$ cat config.mk
export PLATFORM = sky130hd
export DESIGN_NAME = power_mode_wakeup_control
export DESIGN_NICKNAME = d
export VERILOG_FILES = /design/src/include/power_unit_pkg.sv /design/src/rtl/power_mode_wakeup_control.sv /design/src/rtl/pin_edge_sync.sv
export SDC_FILE = /design/constraint.sdc
export NUM_CORES = 1
export LEC_CHECK = 0
export BUFFER_PORTS_ARGS = -buffer_cell sky130_fd_sc_hd__buf_4
export CAP_MARGIN = 5
export CELL_PAD_IN_SITES_DETAIL_PLACEMENT = 0
export CELL_PAD_IN_SITES_GLOBAL_PLACEMENT = 1
export CORE_MARGIN = 2
export CORE_UTILIZATION = 44
export DETAILED_ROUTE_END_ITERATION = 6
export HOLD_SLACK_MARGIN = 0.1
export PLACE_DENSITY_LB_ADDON = 0.1
export REMOVE_ABC_BUFFERS = 1
export SKIP_LAST_GASP = 1
export SYNTH_ARGS = -nofsm -noshare
export SYNTH_HDL_FRONTEND = slang
export SYNTH_SLANG_ARGS = --single-unit
$ cat constraint.sdc
create_clock -name mclk -period 6 [get_ports mclk]
set_clock_uncertainty 0.2 [all_clocks]
set_input_delay 1.2 -clock mclk [delete_from_list [all_inputs] [get_ports mclk]]
set_output_delay 1.2 -clock mclk [all_outputs]
set_load 0.02 [all_outputs]
$ cat src/include/power_unit_pkg.sv
// Constants, register map and carrier types for the power mode and wake-up control unit.
// Contract
// - Sleep bit write of one enters sleep
// - Suspend bit write of one enters suspend
// - Clear bit write of one clears flags
// - Bit 4 flags reset pin falling edge
// - Bit 3 enables/flags oscillator failure
// - Bit 2 enables/flags clock alarm
// - Bit 1 enables/flags port match
// - Bit 0 enables/flags comparator rising edge
// - Any set flag blocks entry, keeps oscillator
// - Flags read zero two clocks after suspend
// - Mode bit 7 enables buffered clock output
// - Mode bit 6 drives wake request pin
// - Mode bit 5 disables battery monitor
// - Mode bits 4:0 read zero, ignore writes
// - Control bits 7:2 are general flags
// - Control bit 1 write enters stop
// - Control bit 0 write enters idle
// - Wake request high awake, low asleep
// - Flags update regardless of enables
// - Monitor disabled: resets become full power-on
// - Reset pin always wakes the device
package power_unit_pkg;

    localparam logic [7:0] power_control_addr      = 8'h87;
    localparam logic [7:0] wake_configuration_addr = 8'hb5;
    localparam logic [7:0] power_unit_mode_addr    = 8'hb5;
    localparam logic [3:0] wake_configuration_page = 4'h0;
    localparam logic [3:0] power_unit_mode_page    = 4'hf;

    // wake_configuration fields
    localparam int sleep_bit          = 7;
    localparam int suspend_bit        = 6;
    localparam int clear_bit          = 5;
    localparam int reset_pin_flag_bit = 4;
    localparam int clock_osc_fail_bit = 3;
    localparam int clock_alarm_bit    = 2;
    localparam int port_match_bit     = 1;
    localparam int comparator_bit     = 0;
    localparam int source_count       = 4;

    // power_unit_mode fields
    localparam int buffered_clock_out_bit = 7;
    localparam int wake_request_out_bit   = 6;
    localparam int battery_monitor_bit    = 5;
    localparam logic [4:0] mode_unused_value = 5'h00;

    // power_control fields
    localparam int general_flags_lsb = 2;
    localparam int stop_bit          = 1;
    localparam int idle_bit          = 0;

    localparam logic [7:0] power_control_reset   = 8'h00;
    localparam logic [7:0] power_unit_mode_reset = 8'h00;
    localparam logic [3:0] enable_reset          = 4'h0;
    localparam logic [4:0] flags_reset           = 5'h00;

    // Clocks during which flags read zero after suspend
    localparam logic [1:0] suspend_blank_cycles = 2'h2;

    typedef enum logic [1:0] {
        mode_awake,
        mode_sleep,
        mode_suspend
    } power_state_type;

    typedef struct packed {
        logic [7:0] addr;
        logic [3:0] page;
        logic       wr;
        logic       rd;
        logic [7:0] wdata;
    } sfr_request_type;

    typedef struct packed {
        logic clock_osc_fail;
        logic clock_alarm;
        logic port_match;
        logic comparator_zero;
    } wake_event_type;

endpackage

$ cat src/rtl/power_mode_wakeup_control.sv
// Power mode selection, wake-up source flags and power unit mode register on the SFR port.
`timescale 1ns/1ps
`default_nettype none
module power_mode_wakeup_control (
    input  wire logic                            mclk,
    input  wire logic                            rst,
    input  wire power_unit_pkg::sfr_request_type sfr_req,
    output logic [7:0]                           sfr_rdata,
    output logic                                 sfr_hit,
    input  wire power_unit_pkg::wake_event_type  wake_pins,
    input  wire logic                            reset_pin_n,
    input  wire logic                            reset_source_event,
    output logic                                 sleep_active,
    output logic                                 suspend_active,
    output logic                                 stop_request,
    output logic                                 idle_request,
    output logic                                 low_power_osc_keep,
    output logic                                 buffered_clock_out_enable,
    output logic                                 wake_request_out,
    output logic                                 wake_request_out_enable,
    output logic                                 battery_monitor_disable,
    output logic                                 full_por_request
);
    localparam int n = power_unit_pkg::source_count;

    // Event pins are asynchronous; reset pin rides along as the top bit
    logic [n:0] sync_level;
    logic [n:0] sync_rise;
    logic [n:0] sync_fall;

    pin_edge_sync #(
        .width (n + 1)
    ) u_sync (
        .mclk  (mclk),
        .rst   (rst),
        .pin   ({reset_pin_n, wake_pins}),
        .level (sync_level),
        .rise  (sync_rise),
        .fall  (sync_fall)
    );

    logic [n-1:0] source_event;
    logic         reset_pin_fall;

    // Failure and alarm are levels; match is taken as its rising edge too
    assign source_event   = {sync_level[3], sync_level[2], sync_rise[1], sync_rise[0]};
    assign reset_pin_fall = sync_fall[n];

    function automatic logic reg_sel(input power_unit_pkg::sfr_request_type r,
                                     input logic [7:0] a, input logic [3:0] p,
                                     input logic any_page);
        reg_sel = (r.addr == a) && (any_page || (r.page == p));
    endfunction

    logic sel_config;
    logic sel_mode;
    logic sel_control;
    logic wr_config;
    logic wr_mode;
    logic wr_control;

    assign sel_config  = reg_sel(sfr_req, power_unit_pkg::wake_configuration_addr,
                                 power_unit_pkg::wake_configuration_page, 1'b0);
    assign sel_mode    = reg_sel(sfr_req, power_unit_pkg::power_unit_mode_addr,
                                 power_unit_pkg::power_unit_mode_page, 1'b0);
    assign sel_control = reg_sel(sfr_req, power_unit_pkg::power_control_addr,
                                 4'h0, 1'b1);
    assign wr_config   = sfr_req.wr & sel_config;
    assign wr_mode     = sfr_req.wr & sel_mode;
    assign wr_control  = sfr_req.wr & sel_control;

    // State
    power_unit_pkg::power_state_type state;
    power_unit_pkg::power_state_type next_state;
    logic [n-1:0] entry_enable;
    logic [n-1:0] next_entry_enable;
    logic [n:0]   flags;
    logic [n:0]   next_flags;
    logic [1:0]   blank_count;
    logic [1:0]   next_blank_count;
    logic [2:0]   mode_bits;
    logic [2:0]   next_mode_bits;
    logic [5:0]   general_flags;
    logic [5:0]   next_general_flags;
    logic         stop_pulse;
    logic         next_stop_pulse;
    logic         idle_pulse;
    logic         next_idle_pulse;
    logic         por_pulse;
    logic         next_por_pulse;
    logic [7:0]   read_data;
    logic [7:0]   next_read_data;

    logic [n:0] cleared_flags;
    logic       wake_now;

    always_comb begin
        next_state         = state;
        next_entry_enable  = entry_enable;
        next_mode_bits     = mode_bits;
        next_general_flags = general_flags;
        next_stop_pulse    = 1'b0;
        next_idle_pulse    = 1'b0;
        next_por_pulse     = 1'b0;
        next_blank_count   = (blank_count != 2'h0) ? blank_count - 2'h1 : 2'h0;

        // Clear first, then events, so an event in the clearing cycle survives
        cleared_flags = flags;
        if (wr_config && sfr_req.wdata[power_unit_pkg::clear_bit]) begin
            cleared_flags = power_unit_pkg::flags_reset;
        end
        next_flags = cleared_flags;
        next_flags[n-1:0] = cleared_flags[n-1:0] | source_event;
        next_flags[n] = cleared_flags[n] | reset_pin_fall;

        wake_now = (|(flags[n-1:0] & entry_enable)) | reset_pin_fall;

        if (wr_config) begin
            // Entry is refused while any flag stands, including one raised now
            if (state == power_unit_pkg::mode_awake && next_flags == '0) begin
                if (sfr_req.wdata[power_unit_pkg::sleep_bit]) begin
                    next_state        = power_unit_pkg::mode_sleep;
                    next_entry_enable = sfr_req.wdata[n-1:0];
                end else if (sfr_req.wdata[power_unit_pkg::suspend_bit]) begin
                    next_state        = power_unit_pkg::mode_suspend;
                    next_entry_enable = sfr_req.wdata[n-1:0];
                end
            end
        end

        unique case (state)
            power_unit_pkg::mode_awake: begin
            end
            power_unit_pkg::mode_sleep: begin
                if (wake_now) begin
                    next_state = power_unit_pkg::mode_awake;
                end
            end
            power_unit_pkg::mode_suspend: begin
                if (wake_now) begin
                    next_state       = power_unit_pkg::mode_awake;
                    next_blank_count = power_unit_pkg::suspend_blank_cycles;
                end
            end
        endcase

        if (wr_mode) begin
            next_mode_bits = sfr_req.wdata[7:5];
        end
        if (wr_control) begin
            next_general_flags = sfr_req.wdata[7:power_unit_pkg::general_flags_lsb];
            next_stop_pulse    = sfr_req.wdata[power_unit_pkg::stop_bit];
            next_idle_pulse    = sfr_req.wdata[power_unit_pkg::idle_bit];
        end

        // Monitor off turns any reset source into a full power-on reset
        if (reset_source_event && mode_bits[0]) begin
            next_por_pulse = 1'b1;
        end

        next_read_data = 8'h00;
        if (sfr_req.rd) begin
            if (sel_config) begin
                // Write-only bits read zero; flags blanked just after suspend
                next_read_data = (blank_count != 2'h0) ? 8'h00 : {3'h0, flags};
            end else if (sel_mode) begin
                next_read_data = {mode_bits, power_unit_pkg::mode_unused_value};
            end else if (sel_control) begin
                next_read_data = {general_flags, 2'h0};
            end
        end
    end

    always_ff @(posedge mclk or posedge rst) begin
        if (rst) begin
            state         <= power_unit_pkg::mode_awake;
            entry_enable  <= power_unit_pkg::enable_reset;
            flags         <= power_unit_pkg::flags_reset;
            blank_count   <= 2'h0;
            mode_bits     <= power_unit_pkg::power_unit_mode_reset[7:5];
            general_flags <= power_unit_pkg::power_control_reset[7:2];
            stop_pulse    <= 1'b0;
            idle_pulse    <= 1'b0;
            por_pulse     <= 1'b0;
            read_data     <= 8'h00;
        end else begin
            state         <= next_state;
            entry_enable  <= next_entry_enable;
            flags         <= next_flags;
            blank_count   <= next_blank_count;
            mode_bits     <= next_mode_bits;
            general_flags <= next_general_flags;
            stop_pulse    <= next_stop_pulse;
            idle_pulse    <= next_idle_pulse;
            por_pulse     <= next_por_pulse;
            read_data     <= next_read_data;
        end
    end

    assign sfr_rdata                 = read_data;
    assign sfr_hit                   = sel_config | sel_mode | sel_control;
    assign sleep_active              = (state == power_unit_pkg::mode_sleep);
    assign suspend_active            = (state == power_unit_pkg::mode_suspend);
    assign stop_request              = stop_pulse;
    assign idle_request              = idle_pulse;
    assign low_power_osc_keep        = |flags;
    assign buffered_clock_out_enable = mode_bits[2];
    assign wake_request_out          = (state != power_unit_pkg::mode_sleep);
    assign wake_request_out_enable   = mode_bits[1];
    assign battery_monitor_disable   = mode_bits[0];
    assign full_por_request          = por_pulse;
endmodule
`default_nettype wire

$ cat src/rtl/pin_edge_sync.sv
// Two-stage synchroniser with rise and fall pulse detection for asynchronous pins.
`timescale 1ns/1ps
`default_nettype none
module pin_edge_sync #(
    parameter int width = 1
) (
    input  wire logic             mclk,
    input  wire logic             rst,
    input  wire logic [width-1:0] pin,
    output logic      [width-1:0] level,
    output logic      [width-1:0] rise,
    output logic      [width-1:0] fall
);
    logic [width-1:0] stage1;
    logic [width-1:0] stage2;
    logic [width-1:0] stage3;

    genvar i;
    generate
        for (i = 0; i < width; i++) begin : g_bit
            // Stage1 feeds only stage2; edges are judged from the settled stages
            always_ff @(posedge mclk or posedge rst) begin
                if (rst) begin
                    stage1[i] <= 1'b0;
                    stage2[i] <= 1'b0;
                    stage3[i] <= 1'b0;
                end else begin
                    stage1[i] <= pin[i];
                    stage2[i] <= stage1[i];
                    stage3[i] <= stage2[i];
                end
            end
            assign level[i] = stage2[i];
            assign rise[i]  = stage2[i] & ~stage3[i];
            assign fall[i]  = ~stage2[i] & stage3[i];
        end
    endgenerate
endmodule
`default_nettype wire

==> key figures, run 1 <==
Pwr
  – Leak Pwr: 1.14 nW
  – Peak VDD IR: 0.187 mV
  – Pwr/cell area: 241 mW/mm2

Worst setup path
  – RR Endpoint: entry_enable[1]$_DFFE_PP0P_
  – FF-to-FF Start: u_sync.level[0]$_DFF_PP0_
  – R2R depth: 4
  – CP Max Fanout: 10
  – Crit. End Element: output pin
  – Critical Path RT: 4.60 ns
  – R2R Setup Slk: 3.68 ns
  – Worst EP arrival: 2.60 ns
  – CP Launch Type: primary input
  – Crit Path Class: in2out

CTS
  – Post-CTS Hold Buffers: 0
  – Skew-Pair Late Insertion Delay: 0.29 ns
  – Worst-path clk slew: 0.08 ns
  – Post-CTS setup buffers: 0
  – CTS Root Cell: clkbuf_8
  – CTS max path bufs: 2
  – Number of buffers created by CTS: 5
  – CTS tree: built
  – Clock Sinks: 46
  – H-tree depth: 2
  – # resized after CTS: 0

Detailed routing
  – # DRC: 0
  – Initial DRC Count: 50
  – Vias: 1264
  – Drt wl/cell: 15.7 um
  – Final ANT Viol Nets: 0
  – Via density: 5.24
  – WL final: 3.78 mm
  – Router iterations before antenna repair: 4

Hold path
  – Hold WC Path Type: reg2reg
  – Worst Hold Launch: u_sync.stage1[1]$_DFF_PP0_
  – Hold Path Depth: 0
  – Worst hold path endpoint: u_sync.level[1]$_DFF_PP0_

STA
  – Slew @ Worst Pin: 0.873 ns
  – Final setup margin: 2.00 ns
  – RSZ-0062 raised after global routing: false
  – Fin. max-slew vios: 0
  – FMAX: 250 MHz
  – Setup TNS: 0 ns
  – Final cycle utilization of the critical path: 66.7%
  – Final Hold Slack: 0.151 ns
  – Endpoints failing hold: 0
  – Final setup viols: 0
  – Crit path time final: 4.00 ns
  – Slew margin rel.: 41.3%

Synth
  – Number of synthesized flops with an enable pin: 0
  – Synthesis Warnings: 0
  – Netlist cell types: 32
  – Ys flop type: dfrtp_1
  – Sequential area share after synthesis: 62.4%
  – Mapped cell area: 0.00184 mm2
  – Mean Syn Cell Area: 13.8 um2
  – Cell count after synthesis: 134
  – Synth Register Bits: 46
  – Asr flop ratio synth: 100%

Layout
  – Area of the multi-input gates: 671 um2
  – Most frequent cells in the layout: buf_4, dfrtp_1, mux2_2, nand2_1, a22oi_1
  – Finished Layout Cells: 241
  – Fin util: 59.2%
  – Antenna fix cells: 0
  – Register Area: 0.00115 mm2
  – Final net count: 223
  – Filler Cell Count: 349
  – Layout cell share with drive strength beyond 1: 39.8%
  – Commonest non-fill, non-tap cell in the layout: buf_4
  – Layout Area Growth over Synthesis: 29.2%

Global routing
  – Initial antenna violation count: 0
  – Largest net degree at the start of global routing: 47
  – Vias in the first global route: 1252
  – First-pass GRT wire length: 5.78 mm
  – Grt ovf: 0
  – GRT Total Usage: 17.0%

Floorplan
  – # rows: 23
  – Die height: 68.7 um
  – Initial Utilization: 45.8%
  – Total die area: 0.00473 mm2
  – Chip width: 68.7 um
  – CORE AREA: 0.00403 mm2
  – # IOs: 49

Flow run
  – Max_cap viols: 0

Placed design
  – GP Congestion: 0.747
  – # placed instances: 233
  – Port Buf Inserts: 48
  – Dpl ws: 2.03 ns
  – Detail Placement HPWL: 2.91 mm

Outcome
  – Outcome: finished clean
synthesized netlist by cell type (2+ instances only):
master     n  share of area (%)
and3_1     6                2.0
ha_1       3                2.0
or4_1      2               0.81
nor4_1     2               0.68
a22oi_1    8                3.3
a21o_1     4                1.6
inv_1      6                1.2
mux2_4     4                3.3
nor2b_1    6                2.0
o211ai_1   2               0.81
o21ai_0    2               0.54
nand2b_1   2               0.68
dfrtp_1   46                 62
o41ai_1    2               0.95
nor2_1     5                1.0
nand2_1    8                1.6
and4_1     2               0.95
mux2_2     9                5.5
and2_1     2               0.68
per-layer routing:
layer / part of all wire [%] / track usage, % / up-vias
met4: 0.79 / 5.15 / 0
met1: 42 / 21.4 / 624
met3: 6.0 / 3.90 / 3
met5: 0 / 0 / -
met2: 51 / 29.3 / 40
li1: - / - / 597
sequential cells by signal, indices dropped and copies added (netlist names):
signal,cells
blank_count,2
flags,5
idle_request,1
mode_bits,3
u_sync.stage3,3
full_por_request,1
state,2
stop_request,1
entry_enable,4
general_flags,6
sfr_rdata,8
u_sync.stage1,5
u_sync.level,5
kinds of logic (layout without fill, tap and decap cells):
| kind of cell | count (synthesis) | after routing | share of synthesized area [%] |
|---|---|---|---|
| muxes | 13 | 13 | 8.75 |
| DFF | 46 | 46 | 62.4 |
| buffers and inverters | 6 | 63 | 1.22 |
| AOI/OAI and AO/OA | 21 | 21 | 9.57 |
| and+or+nand+nor | 45 | 45 | 16.0 |
| adders and majority gates | 3 | 3 | 2.04 |
final cells by class:
cell class | instances | share of cell area (%)
clock buffers | 5 | 2.89
clock inverters | 3 | 1.68
well taps | 50 | 2.62
flip-flops and latches | 46 | 48.3
repair buffers | 49 | 15.4
inverters | 6 | 0.945
multi-input cells | 82 | 28.1
power by group:
group	switching [mW]	total, mW	leakage, nW	internal (mW)
Combinational	0.0168	0.0349	0.501	0.0182
Clock	0.0987	0.221	0.0579	0.123
Sequential	0.00298	0.319	0.585	0.316
worst max path at each step:
| stage | start | to | slack, ns |
|---|---|---|---|
| 2_1_floorplan | sfr_req[17] | sfr_hit | 2.37 |
| 4_1_cts | sfr_req[17] | sfr_hit | 2.02 |
| 6_report | sfr_req[17] | sfr_hit | 2.00 |
| 3_5_place_dp | sfr_req[17] | sfr_hit | 2.03 |
| 5_1_grt | sfr_req[17] | sfr_hit | 1.91 |
| 3_3_place_gp | sfr_req[17] | sfr_hit | 2.06 |
through the flow:
step	power, mW	area [um2]
5_1_grt	0.602	2380
2_1_floorplan	0.338	1840
3_5_place_dp	0.361	2270
3_3_place_gp	0.359	2270
4_1_cts	0.584	2380
6_report	0.575	2380
worst max-delay path, stage by stage:
cell,delay (ns)
buf_4,0.11
nand4b_1,0.18
nor4_2,0.74
nor2_1,0.10
o21ai_0,0.11
buf_4,0.16
(Power assumes the default switching activity.)
==> inputs of run 2 (changes only) <==
CORE_UTILIZATION = 41   (was 44)
clock period = 4.01 ns   (was 6 ns; I/O delays follow)
==> run 2 against run 1 <==
  * Clock power is 25% higher
  * Cell area down 0.53%
  * Cell count up 1.2%
  * Via count up 0.24%
  * Critical path type unchanged
  * Critical endpoint unchanged
  * Largest power group unchanged
==> key figures, run 2 (synthesized netlist as in run 1, its figures left out) <==
Layout
  – Layout Area Growth over Synthesis: 28.6%
  – Antenna fix cells: 0
  – Commonest non-fill, non-tap cell in the layout: buf_4
  – Max reg flops: 8
  – Post-layout instance area: 0.00237 mm2
  – Final net count: 224
  – Most frequent cells in the layout: buf_4, dfrtp_1, mux2_2, nand2_1, a22oi_1
  – Layout cell share with drive strength beyond 1: 39.6%
  – Filler Cell Count: 386

CTS
  – Worst-path clk slew: 0.08 ns
  – Number of buffers created by CTS: 5
  – CTS Root Cell: clkbuf_8
  – CTS max path bufs: 2
  – Post-CTS setup buffers: 0
  – H-tree depth: 2
  – Clock Sinks: 46
  – # resized after CTS: 0
  – Skew-Pair Late Insertion Delay: 0.30 ns
  – CTS tree: built
  – Post-CTS Hold Buffers: 0

Placed design
  – Detail Placement HPWL: 2.83 mm
  – Port Buf Inserts: 48
  – Placed cell area: 0.00228 mm2
  – GP Congestion: 0.859

STA
  – Final setup viols: 0
  – Fin. max-slew vios: 0
  – Setup TNS: 0 ns
  – FMAX: 352 MHz
  – Final Hold Slack: 0.154 ns
  – Crit path time final: 2.84 ns
  – RSZ-0062 raised after global routing: false
  – Slew margin rel.: 60.5%
  – Slew @ Worst Pin: 0.587 ns
  – Final cycle utilization of the critical path: 70.9%
  – Endpoints failing hold: 0

Floorplan
  – # IOs: 49
  – Total die area: 0.00505 mm2
  – Chip width: 71.1 um
  – CORE AREA: 0.00435 mm2
  – Initial Utilization: 42.4%
  – # rows: 24
  – Die height: 71.1 um

Detailed routing
  – Router iterations before antenna repair: 4
  – Vias: 1267
  – WL final: 3.72 mm
  – Initial DRC Count: 95
  – # DRC: 0
  – Via density: 5.19
  – Drt wl/cell: 15.3 um
  – Final ANT Viol Nets: 0

Worst setup path
  – CP Launch Type: primary input
  – Worst EP arrival: 1.84 ns
  – Crit. End Element: output pin
  – Crit Path Class: in2out
  – Critical Path RT: 3.01 ns
  – CP Max Fanout: 10

Flow run
  – Max_cap viols: 0

Global routing
  – First-pass GRT wire length: 6.49 mm
  – Vias in the first global route: 1307
  – Initial antenna violation count: 0
  – Largest net degree at the start of global routing: 47
  – Grt ovf: 0
  – GRT Total Usage: 16.8%

Pwr
  – Leak Pwr: 1.14 nW
  – Pwr/cell area: 340 mW/mm2
  – Peak VDD IR: 0.190 mV

Outcome
  – Outcome: finished clean

Hold path
  – Hold WC Path Type: reg2reg
==> run 2: cell types whose count changed in the layout (fill, tap and decap cells not counted), sizes merged <==
cell    change
clkbuf      +1
bufinv      -1
buf         +1
==> run 2: where the power goes <==
part           switching (mW)  total, mW  internal, mW  leakage (nW)
clock                   0.154      0.277         0.123        0.0452
sequential            0.00418      0.477         0.473         0.585
combinational          0.0254     0.0526        0.0272         0.507
==> run 2: metrics by stage <==
step	std cells	util [%]	setup slack, ns	power (mW)
after floorplan	134	-	1.17	0.506
after global placement	236	52.5	1.18	0.538
after detailed placement	236	52.5	1.17	0.540
after CTS	244	54.5	1.17	0.821
after global routing	244	54.5	1.12	0.843
final	244	54.5	1.17	0.807
==> run 2: metal layers <==
metal / part of all wire (%) / global-route usage [%] / vias up
met1: 44 / 21.7 / 623
met5: 0 / 0 / -
met4: 2.0 / 6.92 / 0
met2: 48 / 25.8 / 37
li1: - / - / 599
met3: 6.0 / 6.27 / 8
==> run 2: final timing paths <==
check / from / to / slack [ns] / depth (start not counted)
setup / recovery: sfr_req[17] / sfr_hit / 1.17 / 7
hold / removal: u_sync.stage1[0]$_DFF_PP0_ / u_sync.level[0]$_DFF_PP0_ / 0.15 / 0
setup reg to reg: u_sync.level[0]$_DFF_PP0_ / entry_enable[2]$_DFFE_PP0P_ / 1.73 / 4
hold reg to reg: u_sync.stage1[0]$_DFF_PP0_ / u_sync.level[0]$_DFF_PP0_ / 0.15 / 0
max in group asynchronous: rst / state[0]$_DFF_PP0_ / 2.79 / 3
min in group asynchronous: rst / sfr_rdata[0]$_DFF_PP0_ / 0.43 / 3
==> run 2: final cells by class <==
cell class / instances / area [um2] / share of cell area, %
well taps: 52 / 65.1 / 2.74
multi-input cells: 82 / 671 / 28.3
clock buffers: 6 / 72.6 / 3.06
repair buffers: 50 / 375 / 15.8
inverters: 6 / 22.5 / 0.950
clock inverters: 2 / 13.8 / 0.580
flip-flops and latches: 46 / 1150 / 48.5
==> run 2: worst max-delay path, stage by stage <==
cell and delay (ns):
buf_4 0.11, nand4b_1 0.18, nor4_2 0.22, buf_4 0.21, nor2_1 0.06, o21ai_0 0.08, buf_4 0.17
